===== config.mk =====
export PLATFORM = sky130hd
export DESIGN_NAME = csfr_status_reg
export DESIGN_NICKNAME = d
export VERILOG_FILES = /design/src/shared/csfr_pkg.sv /design/src/verilog/csfr_bank_addr.sv /design/src/verilog/csfr_status_reg.sv
export SDC_FILE = /design/constraint.sdc
export NUM_CORES = 1
export LEC_CHECK = 0
export ABC_AREA = 1
export BUFFER_PORTS_ARGS = -buffer_cell sky130_fd_sc_hd__buf_2
export CAP_MARGIN = 30
export CORE_MARGIN = 2
export CORE_UTILIZATION = 36
export CTS_CLUSTER_DIAMETER = 50
export DETAILED_ROUTE_END_ITERATION = 16
export PLACE_DENSITY = 0.91
export SYNTH_ARGS = -nofsm -noshare
export SYNTH_HDL_FRONTEND = slang
export SYNTH_HIERARCHICAL = 1
export SYNTH_SLANG_ARGS = --single-unit

===== constraint.sdc =====
create_clock -name sys_clk -period 1.3 [get_ports sys_clk]
set_input_delay 0.065 -clock sys_clk [delete_from_list [all_inputs] [get_ports sys_clk]]
set_output_delay 0.065 -clock sys_clk [all_outputs]
set_load 0.02 [all_outputs]

===== src/shared/csfr_pkg.sv =====
// Functional notes
// - status register is a normal destination for any data-memory write.
// - flag writes to zero, digit-carry, carry lose to ALU-updated flag values.
// - watchdog expiry and sleep entry flags ignore every register write.
// - clearing status gives 000u u1uu: top three zero, zero flag set.
// - in subtraction carry and digit-carry hold inverted borrow; one means none.
// - upper pc byte not addressable; five-bit hold register feeds it.
// - unimplemented locations, 19Fh included, read zero and ignore writes.
// - one byte holds ALU flags, reset-cause flags and bank select bits.
// - status mirrored at 03h, 83h, 103h and 183h.
// - indirect bank bit one selects 100h-1FFh, zero selects 00h-FFh.
package csfr_pkg;

    // ------------------------------------------------------------
    // data-memory map (word index; byte address is index times four)
    // ------------------------------------------------------------
    localparam int unsigned DATA_AW     = 9;
    localparam int unsigned APB_AW      = 11;
    localparam logic [6:0]  STATUS_LOW  = 7'h03; // same in every bank
    localparam logic [8:0]  STATUS_B0   = 9'h003;
    localparam logic [8:0]  STATUS_B1   = 9'h083;
    localparam logic [8:0]  STATUS_B2   = 9'h103;
    localparam logic [8:0]  STATUS_B3   = 9'h183;
    localparam logic [6:0]  PCHOLD_LOW  = 7'h0a; // same in every bank
    localparam logic [8:0]  UNIMPL_LAST = 9'h19f;

    // ------------------------------------------------------------
    // status bit positions
    // ------------------------------------------------------------
    localparam int unsigned BIT_C     = 0;
    localparam int unsigned BIT_NIB   = 1;
    localparam int unsigned BIT_Z     = 2;
    localparam int unsigned BIT_SLEEP = 3;
    localparam int unsigned BIT_WDOG  = 4;
    localparam int unsigned BIT_RP0   = 5;
    localparam int unsigned BIT_RP1   = 6;
    localparam int unsigned BIT_IBANK = 7;

    // ------------------------------------------------------------
    // reset values
    // ------------------------------------------------------------
    localparam logic [7:0] STATUS_RST = 8'h18; // both reset-cause flags 1
    localparam int unsigned PCHOLD_W  = 5;
    localparam logic [4:0] PCHOLD_RST = 5'h00;
    localparam logic [4:0] PCUPPER_RST = 5'h00;

endpackage


===== src/verilog/csfr_bank_addr.sv =====
`timescale 1ns/1ps
// --------------------------------------------------------------------
// bank address former for direct and indirect access
// --------------------------------------------------------------------
module csfr_bank_addr (
    input  wire logic [1:0] bankSel,
    input  wire logic       indirectBankBit,
    input  wire logic [6:0] directOffset,
    input  wire logic [7:0] pointerValue,
    output logic      [8:0] directAddr,
    output logic      [8:0] indirectAddr
);

    // direct: two bank bits pick one 128-byte bank
    assign directAddr   = {bankSel, directOffset};
    // indirect: one bit picks banks 0-1 or banks 2-3
    assign indirectAddr = {indirectBankBit, pointerValue};

endmodule


===== src/verilog/csfr_status_reg.sv =====
`timescale 1ns/1ps
// --------------------------------------------------------------------
// cpu status register, pc upper hold and data-space decode
// --------------------------------------------------------------------
module csfr_status_reg (
    input  wire logic                        sys_clk,
    input  wire logic                        sys_rst,
    // apb slave: data-memory window of the core
    input  wire logic                        psel,
    input  wire logic                        penable,
    input  wire logic                        pwrite,
    input  wire logic [csfr_pkg::APB_AW-1:0] paddr,
    input  wire logic [31:0]                 pwdata,
    input  wire logic [3:0]                  pstrb,
    output logic      [31:0]                 prdata,
    output logic                             pready,
    output logic                             pslverr,
    // alu flag results, same cycle as the instruction completes
    input  wire logic                        aluZeroUpd,
    input  wire logic                        aluDigitUpd,
    input  wire logic                        aluCarryUpd,
    input  wire logic                        aluZero,
    input  wire logic                        aluDigitRaw,
    input  wire logic                        aluCarryRaw,
    input  wire logic                        aluSubtract,
    // reset-cause events from watchdog and sleep logic
    input  wire logic                        watchdogExpiry,
    input  wire logic                        watchdogClearOp,
    input  wire logic                        sleepEntryOp,
    // program counter upper byte transfer
    input  wire logic                        pcUpperLoad,
    output logic      [4:0]                  pcUpper,
    output logic      [4:0]                  pcUpperHold,
    // status bits to the datapath
    output logic      [7:0]                  statusOut,
    output logic                             watchdogExpiryFlag,
    output logic                             sleepEntryFlag,
    output logic                             nibbleRippleFlag,
    output logic                             zeroFlag,
    output logic                             carryFlag,
    // bank address forming
    input  wire logic [6:0]                  directOffset,
    input  wire logic [7:0]                  pointerValue,
    output logic      [8:0]                  directAddr,
    output logic      [8:0]                  indirectAddr
);

    // ------------------------------------------------------------
    // decode helpers
    // ------------------------------------------------------------
    // low seven bits repeat in every bank, so the mirrors fall out
    function automatic logic isStatus(input logic [8:0] idx);
        isStatus = (idx[6:0] == csfr_pkg::STATUS_LOW);
    endfunction

    function automatic logic isPcHold(input logic [8:0] idx);
        isPcHold = (idx[6:0] == csfr_pkg::PCHOLD_LOW);
    endfunction

    // ------------------------------------------------------------
    // state
    // ------------------------------------------------------------
    logic [7:0]  statusQ;
    logic [7:0]  statusD;
    logic [4:0]  pcHoldQ;
    logic [4:0]  pcUpperQ;
    logic [31:0] rdataQ;
    logic [8:0]  wordIdx;
    logic        wordAligned;
    logic        setupPhase;
    logic        accessWr;
    logic        statusWr;
    logic        pcHoldWr;
    logic        carryNext;
    logic        digitNext;
    logic        flagUpd;

    // ------------------------------------------------------------
    // apb access decode
    // ------------------------------------------------------------
    // zero wait states; unmapped words answer zero, never an error
    assign pready      = 1'b1;
    assign pslverr     = 1'b0;
    assign wordIdx     = paddr[csfr_pkg::APB_AW-1:2];
    assign wordAligned = (paddr[1:0] == 2'b00);
    assign setupPhase  = psel && !penable;
    assign accessWr    = psel && penable && pwrite && pstrb[0]
                         && wordAligned;
    // any instruction may target status like other registers
    assign statusWr    = accessWr && isStatus(wordIdx);
    assign pcHoldWr    = accessWr && isPcHold(wordIdx);

    // ------------------------------------------------------------
    // borrow polarity
    // ------------------------------------------------------------
    // alu raw bit is carry on add, borrow on subtract
    assign carryNext = aluSubtract ? !aluCarryRaw : aluCarryRaw;
    assign digitNext = aluSubtract ? !aluDigitRaw : aluDigitRaw;
    // any flag update by the instruction blocks all three flag writes
    assign flagUpd   = aluZeroUpd || aluDigitUpd || aluCarryUpd;

    // ------------------------------------------------------------
    // status next value: write first, alu flags override
    // ------------------------------------------------------------
    // a clear targeting status writes zero and the alu reports zero
    // set; the flag update blocks the carry and digit-carry writes,
    // so the result is 000u u1uu without a special case
    always_comb begin
        statusD = statusQ;
        if (statusWr) begin
            statusD[csfr_pkg::BIT_IBANK] = pwdata[csfr_pkg::BIT_IBANK];
            statusD[csfr_pkg::BIT_RP1] = pwdata[csfr_pkg::BIT_RP1];
            statusD[csfr_pkg::BIT_RP0] = pwdata[csfr_pkg::BIT_RP0];
            if (!flagUpd) begin
                statusD[csfr_pkg::BIT_Z]   = pwdata[csfr_pkg::BIT_Z];
                statusD[csfr_pkg::BIT_NIB] = pwdata[csfr_pkg::BIT_NIB];
                statusD[csfr_pkg::BIT_C]   = pwdata[csfr_pkg::BIT_C];
            end
        end
        if (aluZeroUpd) begin
            statusD[csfr_pkg::BIT_Z] = aluZero;
        end
        if (aluDigitUpd) begin
            statusD[csfr_pkg::BIT_NIB] = digitNext;
        end
        if (aluCarryUpd) begin
            statusD[csfr_pkg::BIT_C] = carryNext;
        end
        // reset-cause flags: writes never reach them; expiry wins over
        // a clear in the same cycle so a timeout is never lost
        if (watchdogClearOp) begin
            statusD[csfr_pkg::BIT_WDOG]  = 1'b1;
            statusD[csfr_pkg::BIT_SLEEP] = 1'b1;
        end else if (sleepEntryOp) begin
            statusD[csfr_pkg::BIT_WDOG]  = 1'b1;
            statusD[csfr_pkg::BIT_SLEEP] = 1'b0;
        end
        if (watchdogExpiry) begin
            statusD[csfr_pkg::BIT_WDOG] = 1'b0;
        end
    end

    // ------------------------------------------------------------
    // status byte flops
    // ------------------------------------------------------------
    // one process for the whole byte keeps a single driver per bit
    always_ff @(posedge sys_clk) begin
        if (sys_rst) begin
            statusQ <= csfr_pkg::STATUS_RST;
        end else begin
            statusQ <= statusD;
        end
    end

    // ------------------------------------------------------------
    // pc upper hold and the counter byte it feeds
    // ------------------------------------------------------------
    always_ff @(posedge sys_clk) begin
        if (sys_rst) begin
            pcHoldQ <= csfr_pkg::PCHOLD_RST;
        end else if (pcHoldWr) begin
            pcHoldQ <= pwdata[csfr_pkg::PCHOLD_W-1:0];
        end
    end

    // the upper byte has no address; only the transfer loads it
    always_ff @(posedge sys_clk) begin
        if (sys_rst) begin
            pcUpperQ <= csfr_pkg::PCUPPER_RST;
        end else if (pcUpperLoad) begin
            pcUpperQ <= pcHoldQ;
        end
    end

    // ------------------------------------------------------------
    // read data, captured in the setup cycle
    // ------------------------------------------------------------
    // everything not decoded, 19Fh among it, reads as zero
    always_ff @(posedge sys_clk) begin
        if (sys_rst) begin
            rdataQ <= 32'h0000_0000;
        end else if (setupPhase) begin
            rdataQ <= 32'h0000_0000;
            if (!pwrite && wordAligned) begin
                if (isStatus(wordIdx)) begin
                    rdataQ[7:0] <= statusQ;
                end else if (isPcHold(wordIdx)) begin
                    rdataQ[4:0] <= pcHoldQ;
                end
            end
        end
    end

    assign prdata = rdataQ;

    // ------------------------------------------------------------
    // outputs to the datapath
    // ------------------------------------------------------------
    assign statusOut          = statusQ;
    assign watchdogExpiryFlag = statusQ[csfr_pkg::BIT_WDOG];
    assign sleepEntryFlag     = statusQ[csfr_pkg::BIT_SLEEP];
    assign nibbleRippleFlag   = statusQ[csfr_pkg::BIT_NIB];
    assign zeroFlag           = statusQ[csfr_pkg::BIT_Z];
    assign carryFlag          = statusQ[csfr_pkg::BIT_C];
    assign pcUpper            = pcUpperQ;
    assign pcUpperHold        = pcHoldQ;

    // ------------------------------------------------------------
    // bank address former
    // ------------------------------------------------------------
    csfr_bank_addr u_bank_addr (
        .bankSel         (statusQ[csfr_pkg::BIT_RP1:csfr_pkg::BIT_RP0]),
        .indirectBankBit (statusQ[csfr_pkg::BIT_IBANK]),
        .directOffset    (directOffset),
        .pointerValue    (pointerValue),
        .directAddr      (directAddr),
        .indirectAddr    (indirectAddr)
    );

endmodule


# Word level (Yosys, flattened, before mapping)
# Index checks and enable logic that the tools add are counted.
# classes
mux	14
eq_ne	5
n_reduce_logical	23
# op_table
operator	n
two-way mux 5 bit	2
two-way mux 3 bit	3
logical AND 1 bit	8
two-way mux 8 bit	1
equality test 7 x 2 -> 1 bit (second input constant)	1
equality test 7 x 4 -> 1 bit (second input constant)	1
two-way mux 1 bit	6
!= test 2 bit (second input constant)	3
AND reduction 2 bit	3
nonzero test 2 bit	3
logical NOT 1 bit	4
two-way mux 2 bit	2
nonzero test 3 bit	1
logical NOT 2 bit	1
logical OR 1 bit	2
OR reduction 2 bit	1
# word_totals
output_inout_bits	75
elab_cells	51
in_bits	78
regBits	26

# Longest topological paths before layout
# Gate-level depths: netlist of the first run.
# logic_depth
depth_word	7
mapped_depth	10
depth_no_buf	9

# Cells and area by module
# The synthesis of the first run kept the hierarchy.
# modules_own_cells
mod	seq_area_each_um2	area_per_inst_um2	n_inst	cells_per_inst
csfr_status_reg	520.5	1441.4	1	207
csfr_bank_addr	0.0	135.1	1	18

# Least setup slack after synthesis of the first run
# Ideal clock, no wire load.
# synth_path
path_type	in2reg
startpoint	input paddr[7] (netlist bit)
endpoint	register statusQ[2] (netlist: statusOut[2])
stages	9
n_path_buf	1
required_time_ps	1191
setup_time_ps	109
arrival_ps	804
path_slack_ps	388
path_cell_list	nor2_1 -> nand2_1 -> nor2_2 -> buf_6 -> nand3_1 -> nand2_1 -> nand3_1 -> nand2_1 -> inv_1
# synth_between
elab_chain_len	4
# synth_rtl
element	line_no	rtl
from (decl)	csfr_status_reg.sv:12	input wire logic [csfr_pkg::APB_AW-1:0] paddr,
equality test 7 x 2 -> 1 bit	csfr_status_reg.sv:53	isStatus = (idx[6:0] == csfr_pkg::STATUS_LOW);
logical AND 1 bit	csfr_status_reg.sv:90	assign statusWr = accessWr && isStatus(wordIdx);
nonzero test 2 bit (no line)	--	
AND reduction 2 bit (no line)	--	
to (signal assigned)	csfr_status_reg.sv:149	statusQ <= csfr_pkg::STATUS_RST;
to (signal assigned)	csfr_status_reg.sv:151	statusQ <= statusD;
to (decl)	csfr_status_reg.sv:63	logic [7:0] statusQ;
# Every way passes these cells.
# A chain may end at the register's enable or synchronous reset.

# Final worst setup path of the first run
# layout_path
startpoint	register statusQ[0] (netlist: statusOut[0])
endpoint	output carryFlag
# layout_lines
element	line_no	rtl
to (decl)	csfr_status_reg.sv:40	output logic carryFlag,
# No word-level cell between the ends.

==> results of run 1 <==
## flip-flops by register name, indices dropped and copies added (netlist names)
signal and count:
prdata 8, pcUpper 5, statusOut 8, pcUpperHold 5
## path summary, 6_finish.rpt
| kind | to | depth (start not counted) | start | slack (ns) |
|---|---|---|---|---|
| max | carryFlag | 1 | statusOut[0]$_SDFFE_PP0P_ | 0.36 |
| max reg2reg | statusOut[0]$_SDFFE_PP0P_ | 3 | statusOut[0]$_SDFFE_PP0P_ | 0.47 |
| min reg2reg | prdata[6]$_SDFFE_PP0P_ | 2 | prdata[6]$_SDFFE_PP0P_ | 0.47 |
| min | statusOut[3]$_SDFFE_PP1P_ | 3 | watchdogClearOp | 0.008 |
## through the flow
step | power, uW | hold slack, ns | worst slack, ns | cells
final | 1611 | 0.008030 | 0.3571 | 324
after global routing | 1692 | 0.009001 | 0.1620 | 324
after detailed placement | 1111 | 0.1301 | 0.06679 | 319
after CTS | 1631 | 0.004944 | 0.3412 | 324
after global placement | 1106 | 0.1301 | 0.09409 | 319
after floorplan | 1148 | 0.1341 | 0.3877 | 249
## kinds of logic (layout without fill, tap and decap cells)
family / after synthesis / in the layout / synth area share
compound gates: 23 / 23 / 0.07461
simple gates: 101 / 101 / 0.2873
buf+inv: 73 / 96 / 0.3032
flops: 26 / 26 / 0.3302
other cells: 2 / 26 / 0.004764
## cell usage in the layout, fill, tap and decap left out
cell / Yosys / routed
nand2_1: 44 / 44
inv_1: 18 / 18
nor3_2: 1 / 1
and2_1: 1 / 1
dfxtp_1: 26 / 26
nand4_1: 1 / 1
nor3_1: 1 / 1
or2_2: 1 / 1
nand2_2: 2 / 2
nor2_1: 17 / 17
o21ai_0: 8 / 8
conb_1: 2 / 26
a21oi_1: 14 / 14
nand3_1: 31 / 31
nor3_4: 1 / 1
dlygate4sd3_1: 0 / 1
nor2_2: 1 / 1
o21bai_1: 1 / 1
buf_2: 1 / 67
clkbuf_8: 0 / 4
buf_4: 50 / 6
## final cells by class
cell class	count	area share
multi-input combinational	150	0.3782
inverter	18	0.03824
tap	52	0.03683
sequential	26	0.2946
clock buffer	4	0.03116
timing repair buffer	74	0.2210
## routing by layer
metal,up-vias,part of all wire
li1,734,-
met1,647,0.40
met2,54,0.51
met3,4,0.077
met4,0,0.0065
met5,-,0
## power groups by stage
stage	logic (uW)	clock network, uW	registers [uW]
floorplan	287	0	861
global placement	262	0	843
detailed placement	268	0	843
CTS	271	535	825
global route	299	565	828
finish	270	516	825
## Yosys cell counts, drive strengths merged
library cell | number | area share
o21ai | 8 | 0.025
buf | 53 | 0.26
nand4 | 1 | 0.0040
nand3 | 31 | 0.098
inv | 18 | 0.043
nor2 | 18 | 0.044
conb | 2 | 0.0048
nand2 | 46 | 0.11
dfxtp | 26 | 0.33
and2 | 1 | 0.0040
o21bai | 1 | 0.0048
or2 | 1 | 0.0040
a21oi | 14 | 0.044
nor3 | 3 | 0.020
clkbuf | 2 | 0.0048
## timing repair
item | in CTS | in global routing
hold endpoints to repair | 1 | 0
resized for setup | 0 | 0
hold buffers | 1 | 0
==> out/results.ini, run 1 <==
[global_routing]
grt_util_met2=0.2751
grt_overflow=0
grt.busiest_layer=met2
grt_usage=0.1431
grt_util_met1=0.1521
grt_pass1_vias=1326
met3_usage=0.04762
grt_max_degree=15
antenna_found_initial=0
grt_pass1_wl_um=5727

[floorplanning]
die-area_sq_um=4925
die_width_um=70.18
start_util=0.3671
rows=24
dieHeight_um=70.18
io-pin-count=153
core_sq_um=4294

[routing]
viasPerCell=4.441
wl_per_cell_um=10.88
route.detailed.drc=0
ant_nets=0
drt_pass1_iterations=4
drt_iter0_markers=28
vias=1439
wl_um=3526

[synthesis]
syn_area_sq_um=1577
syn_inst=225
ys_warn_count=6
postSynthAreaPerCell_sq_um=7.007
yosysSeqAreaShare=0.3302
synth-seq-cells=26
synth_cell_type_count=21

[worst_setup_path]
worst-path-buf-inv=1
crit_chain=buf_2
worstSetupEndpointType=output port
worstPathMaxFanout=4
critPathArrivalTime_ns=0.88
worstSetupStartpointType=flip-flop
timing.critical_path.slowest_cell_delay_ns=0.42
critPathKind=flip-flop to output port
cpLargestDelayFamily=flip-flops
cp.required_ns=1.24
crit_path_top_delay_cell=dfxtp_1

[timing]
min_period_ns=0.9429
fin_skew_ns=0.002322
finalSetupViolCount=0
max_clock_freq_mhz=1061
rsz0062_at_grt=no
final_hold_viol_count=0
tns_ns=0
slew_viol_final=0
post-route-period-util=0.7253

[power_and_ir_drop]
clkPwrFrac=0.320
swShare=0.2764
peakVddDrop_mv=0.7359
p_sw_uw=445.3
leakage_uw=0.0009738
power_density_nw_per_um2=911.8
power_frac_comb=0.168
p_int_uw=1166
power_frac_seq=0.512

[clock_network]
clock_latency_ns=0.27
clk_pin_slew_ns=0.09
cts_root_buf=clkbuf_8
numCtsBuffers=3
cts.sink_count=26
cts_tree=yes
post-cts-setup-buffers=0
cts_max_level=1
clk_path_buf_depth=2

[cells_and_area]
fin_util=0.4114
seqCellArea_sq_um=520.5
drive_gt1_frac=0.3051
syn2layout_area_growth_pct=12.06
n_fill_cell=451
multi_input_area_sq_um=668.1
final_area_sq_um=1767
finalNetCount=351
diodes=0

[placement]
place_area_sq_um=1702
port_buffers=67
finalWeightedCongestion=0.7718
hpwl_um=2836

[hold_path]
hold_class=primary input to flip-flop

[status]
status=complete, no violations

[job]
drv_cap=0

(Power assumes the default switching activity.)
==> run 2, diff against run 1 <==
--- a/config.mk
+++ b/config.mk
@@ -9,10 +9,10 @@
 export BUFFER_PORTS_ARGS = -buffer_cell sky130_fd_sc_hd__buf_2
 export CAP_MARGIN = 30
 export CORE_MARGIN = 2
-export CORE_UTILIZATION = 36
+export CORE_UTILIZATION = 33
 export CTS_CLUSTER_DIAMETER = 50
 export DETAILED_ROUTE_END_ITERATION = 16
-export PLACE_DENSITY = 0.91
+export PLACE_DENSITY = 0.88
 export SYNTH_ARGS = -nofsm -noshare
 export SYNTH_HDL_FRONTEND = slang
 export SYNTH_HIERARCHICAL = 1
==> constraint.sdc (replaced) <==
create_clock -name sys_clk -period 0.8 [get_ports sys_clk]
set_input_delay 0.04 -clock sys_clk [delete_from_list [all_inputs] [get_ports sys_clk]]
set_output_delay 0.04 -clock sys_clk [all_outputs]
set_load 0.02 [all_outputs]
==> run 2 against run 1 <==
The flow now finishes with violations (setup timing). Sequential share of layout area shrank 5.8 points. Critical path depth is the same. Power increased by 87%. Register-to-register slack got worse by 0.46 ns. Critical path type unchanged. Routed wire length up 27%. Largest cell class is now non-clock buffers.
==> out/results.ini, run 2 (synthesized netlist as in run 1, its figures left out) <==
[cells_and_area]
final_common_cell=buf_6
n_fill_cell=420
diodes=0
syn2layout_area_growth_pct=53.02
fin_cells=350
mostFrequentLayoutCells=buf_6, nand2_1, buf_2
fin_util=0.5176
finalNetCount=375
drive_gt1_frac=0.5405

[floorplanning]
die_width_um=73.12
core_sq_um=4661
start_util=0.3383
rows=25
die-area_sq_um=5347
dieHeight_um=73.12
io-pin-count=153

[clock_network]
numCtsBuffers=3
clk_pin_slew_ns=0.09
clk_path_buf_depth=2
cts_root_buf=clkbuf_8
cts_tree=yes
cts.sink_count=26
cts_max_level=1
clock_latency_ns=0.28

[worst_setup_path]
worst-path-buf-inv=1
critPathArrivalTime_ns=0.79
timing.critical_path.slowest_cell_delay_ns=0.39
cp.required_ns=0.76
cpLargestDelayFamily=flip-flops
worstPathMaxFanout=3
worstSetupStartpointType=flip-flop
crit_chain=buf_6
critPathKind=flip-flop to output port
worstSetupEndpointType=output port
crit_path_top_delay_cell=dfxtp_2

[global_routing]
grt_overflow=0
grt_max_degree=16
grt_usage=0.1460
grt_pass1_vias=1399
grt_pass1_wl_um=6182
antenna_found_initial=0

[routing]
drt_pass1_iterations=4
ant_nets=0
vias=1620
wl_um=4469
wl_per_cell_um=12.77
route.detailed.drc=0
viasPerCell=4.629
drt_iter0_markers=42

[placement]
dp.cells=329
port_buffers=67
finalWeightedCongestion=0.8801
hpwl_um=3013
dpl_worst_slack_ns=-0.2794

[power_and_ir_drop]
power_frac_comb=0.191
p_sw_uw=802.6
p_int_uw=2209
swShare=0.2665
peakVddDrop_mv=0.9361
clkPwrFrac=0.364
power_density_nw_per_um2=1249
leakage_uw=0.001196
power_frac_seq=0.445

[timing]
post-route-period-util=1.038
max_clock_freq_mhz=1204
min_period_ns=0.8305
final_hold_viol_count=0
fin_skew_ns=0.002743
finalSetupViolCount=17
rsz0062_at_grt=yes
fin_ws_ns=-0.03054
slew_viol_final=0

[job]
drv_cap=0

[status]
violations=setup timing
status=finished, violations left

[hold_path]
hold_class=primary input to flip-flop

## run 2: cell count changes in the layout (fill, tap and decap cells not counted), moves of 3 or more
cell	change
buf_2	-34
buf_4	+12
inv_2	+4
dfxtp_2	+19
nand3_2	+11
nand3_1	-11
nor2_1	-3
dfxtp_4	+7
nand2_2	+3
buf_6	+44
inv_1	-4
dfxtp_1	-26
nand2_1	-5
## run 2: power by group through the flow
stage | sequential [uW] | clock (uW) | combinational (uW)
after floorplan | 1400 | 0 | 468
after global placement | 1370 | 0 | 458
after detailed placement | 1370 | 0 | 466
after CTS | 1350 | 1100 | 514
after global routing | 1340 | 1150 | 625
final | 1340 | 1100 | 576
## run 2: final timing paths
kind                                     from                          end  slack (ns)  cells after the start
hold / removal                      pwdata[3]  pcUpperHold[3]$_SDFFE_PP0P_        0.03                      3
hold reg to reg        prdata[6]$_SDFFE_PP0P_       prdata[6]$_SDFFE_PP0P_        0.48                      2
setup / recovery  pcUpperHold[1]$_SDFFE_PP0P_               pcUpperHold[1]       -0.03                      1
setup reg to reg    statusOut[4]$_SDFFE_PP1P_    statusOut[4]$_SDFFE_PP1P_        0.01                      2
## run 2: metrics by stage
stage / total power [uW] / area (sq um) / hold WS [ns] / setup TNS, ns
2_1_floorplan: 1868 / 1680 / 0.1017 / -0.1745
3_3_place_gp: 1829 / 1788 / 0.08014 / -3.211
3_5_place_dp: 1838 / 1788 / 0.08014 / -3.790
4_1_cts: 2954 / 2127 / 0.01600 / -0.2980
5_1_grt: 3123 / 2412 / 0.02621 / -0.9277
6_report: 3012 / 2412 / 0.02602 / -0.2882
## run 2: cell type report
type | count | area, sq um | area share
clock buffers | 3 | 41.29 | 0.01712
clock inverters | 1 | 30.03 | 0.01245
inverters | 18 | 67.56 | 0.02801
multi-input cells | 150 | 799.5 | 0.3314
flip-flops and latches | 26 | 570.5 | 0.2365
well taps | 54 | 67.56 | 0.02801
repair buffers | 98 | 835.8 | 0.3465
## run 2: routing by layer
metal | GRT usage | part of all wire | vias up
li1 | - | - | 781
met1 | 0.1698 | 0.40 | 753
met2 | 0.2643 | 0.51 | 72
met3 | 0.03177 | 0.065 | 14
met4 | 0.04527 | 0.020 | 0
met5 | 0 | 0 | -
## run 2: tightest hold or removal path, delay by kind of cell
family | cells | cell delay, ns
AO/OA/AOI/OAI | 1 | 0.06
buffers and inverters | 1 | 0.09
AND/OR/NAND/NOR | 1 | 0.07
## run 2: timing repair
item                                    4_1_cts  5_1_grt
hold buffers                                  2        0
pin swaps                                     0       15
setup buffers                                 9        5
cloned                                        0        1
hold endpoints to repair                      2        0
endpoints found under the setup margin       34       47
resized for setup                            73       69
==> run 3, diff against run 2 <==
--- a/config.mk
+++ b/config.mk
@@ -8,6 +8,7 @@
 export ABC_AREA = 1
 export BUFFER_PORTS_ARGS = -buffer_cell sky130_fd_sc_hd__buf_2
 export CAP_MARGIN = 30
+export CORE_ASPECT_RATIO = 1.25
 export CORE_MARGIN = 2
 export CORE_UTILIZATION = 33
 export CTS_CLUSTER_DIAMETER = 50
==> constraint.sdc (replaced) <==
create_clock -name sys_clk -period 0.8 [get_ports sys_clk]
set_input_delay 0.04 -clock sys_clk [delete_from_list [all_inputs] [get_ports sys_clk]]
set_output_delay 0.04 -clock sys_clk [all_outputs]
set_load 0.005 [all_outputs]
==> run 3 against run 2 <==
Clock skew up 0.00096 ns. Power is 18% lower. First-iteration DRC count down 62%. Die area is essentially flat. Clock power decreased by 35%. Routed wire length down 12%. The flow still finishes with violations (setup timing). Sequential share of layout area increased by 2.5 points. Combinational power fell by 26%. Register-to-register slack is essentially flat. Critical path depth increased by 1. Sequential power barely moved. Critical endpoint is now zeroFlag.
==> out/results.ini, run 3 (synthesized netlist as in run 1, its figures left out) <==
[status]
status=finished, violations left
violations=setup timing

[timing]
finalSetupViolCount=4
slew_viol_final=0
min_period_ns=0.8603
final_hold_viol_count=0
rsz0062_at_grt=yes
max_clock_freq_mhz=1162
fin_skew_ns=0.003701
post-route-period-util=1.075
fin_ws_ns=-0.06030

[cells_and_area]
mostFrequentLayoutCells=buf_2, nand2_1, conb_1
final_common_cell=buf_2
n_fill_cell=466
syn2layout_area_growth_pct=34.60
finalNetCount=366
drive_gt1_frac=0.4615
diodes=0

[power_and_ir_drop]
leakage_uw=0.001098
p_sw_uw=621.2
clkPwrFrac=0.289
swShare=0.2519
p_int_uw=1845
power_uw=2466
power_frac_seq=0.539
power_density_nw_per_um2=1162
peakVddDrop_mv=1.141
power_frac_comb=0.172

[routing]
viasPerCell=4.468
drt_pass1_iterations=5
wl_per_cell_um=11.35
route.detailed.drc=0
drt_iter0_markers=16
ant_nets=0
wl_um=3926
vias=1546

[clock_network]
clk_pin_slew_ns=0.09
cts.sink_count=26
cts_max_level=1
clock_latency_ns=0.26
cts_root_buf=clkbuf_8
cts_tree=yes
clk_path_buf_depth=2
numCtsBuffers=3

[worst_setup_path]
critPathArrivalTime_ns=0.82
worst-path-buf-inv=2
timing.critical_path.slowest_cell_delay_ns=0.34
worstSetupStartpointType=flip-flop
cpLargestDelayFamily=flip-flops
crit_chain=buf_6, buf_6
worstPathMaxFanout=2
crit_path_top_delay_cell=dfxtp_2
critPathKind=flip-flop to output port
worstSetupEndpointType=output port
cpMostUsedCell=buf_6
cp.required_ns=0.76

[hold_path]
hold_class=primary input to flip-flop

[global_routing]
antenna_found_initial=0
grt_max_degree=15
grt_usage=0.1383
grt_overflow=0
grt_pass1_vias=1383
grt_pass1_wl_um=5823

[floorplanning]
rows=28
core_sq_um=4659
start_util=0.3383
die-area_sq_um=5350
dieHeight_um=81.28
die_width_um=65.82
io-pin-count=153

[placement]
hpwl_um=3043
dpl_worst_slack_ns=-0.2405
finalWeightedCongestion=0.8419
port_buffers=67

[job]
drv_cap=0

run 3: cell count changes in the layout (fill, tap and decap cells not counted), sizes merged:
cell / previous run / this run
buf: 96 / 87
bufinv: 1 / 0
run 3: layout make-up:
class,count,area (sq um),area share
Sequential cell,26,554.3,0.2612
Multi-Input combinational cell,150,777.0,0.3662
Timing Repair Buffer,89,606.8,0.2860
Tap cell,60,75.07,0.03538
Inverter,18,67.56,0.03184
Clock buffer,3,41.29,0.01946
run 3: metal layers:
metal | wire (um) | share of wire | vias to the layer above | GRT usage
met5 | 0 | 0 | - | 0
li1 | - | - | 763 | -
met2 | 1974 | 0.50 | 75 | 0.2505
met4 | 124 | 0.032 | 0 | 0.07708
met1 | 1486 | 0.38 | 692 | 0.1479
met3 | 341 | 0.087 | 16 | 0.02770
run 3: power by group through the flow:
stage | Combinational, uW | Sequential (uW) | Clock (uW)
6_report | 424 | 1330 | 713
5_1_grt | 475 | 1330 | 781
4_1_cts | 394 | 1340 | 751
3_5_place_dp | 361 | 1370 | 0
3_3_place_gp | 354 | 1370 | 0
2_1_floorplan | 321 | 1370 | 0
run 3: timing repair:
action                                 4_1_cts  5_1_grt
setup buffers                                1        3
hold buffers                                 2        0
resized for setup                           20       39
pin swaps                                    0       15
setup endpoints to repair                   22       33
endpoints found under the hold margin        2        0
run 3: path summary, 6_finish.rpt:
| path | from | slack (ns) | endpoint | cells after the start |
|---|---|---|---|---|
| worst min-delay path | pwdata[6] | 0.03 | statusOut[6]$_SDFFE_PP0P_ | 3 |
| worst max-delay path | statusOut[2]$_SDFFE_PP0P_ | -0.06 | zeroFlag | 2 |
| worst max register to register | statusOut[2]$_SDFFE_PP0P_ | 0 | prdata[2]$_SDFFE_PP0P_ | 5 |
| worst min register to register | prdata[7]$_SDFFE_PP0P_ | 0.46 | prdata[7]$_SDFFE_PP0P_ | 2 |
run 3: worst reg2reg max path: stages, from the launching register on:
cell	delay, ns
dfxtp_2	0.34
buf_4	0.14
nand3_2	0.07
nand3_2	0.07
nand2_1	0.06
inv_1	0.03
run 3: metrics by stage:
stage                 util  setup TNS, ns  cell area (sq um)  std cells  hold slack, ns
floorplan                -        -0.1929               1689        249          0.1091
global placement    0.3910         -3.449               1822        337         0.08003
detailed placement  0.3910         -3.513               1822        337         0.08003
CTS                 0.4170        -0.1403               1943        343         0.03220
global route        0.4554        -0.5907               2122        346         0.03027
finish              0.4554        -0.1273               2122        346         0.02883
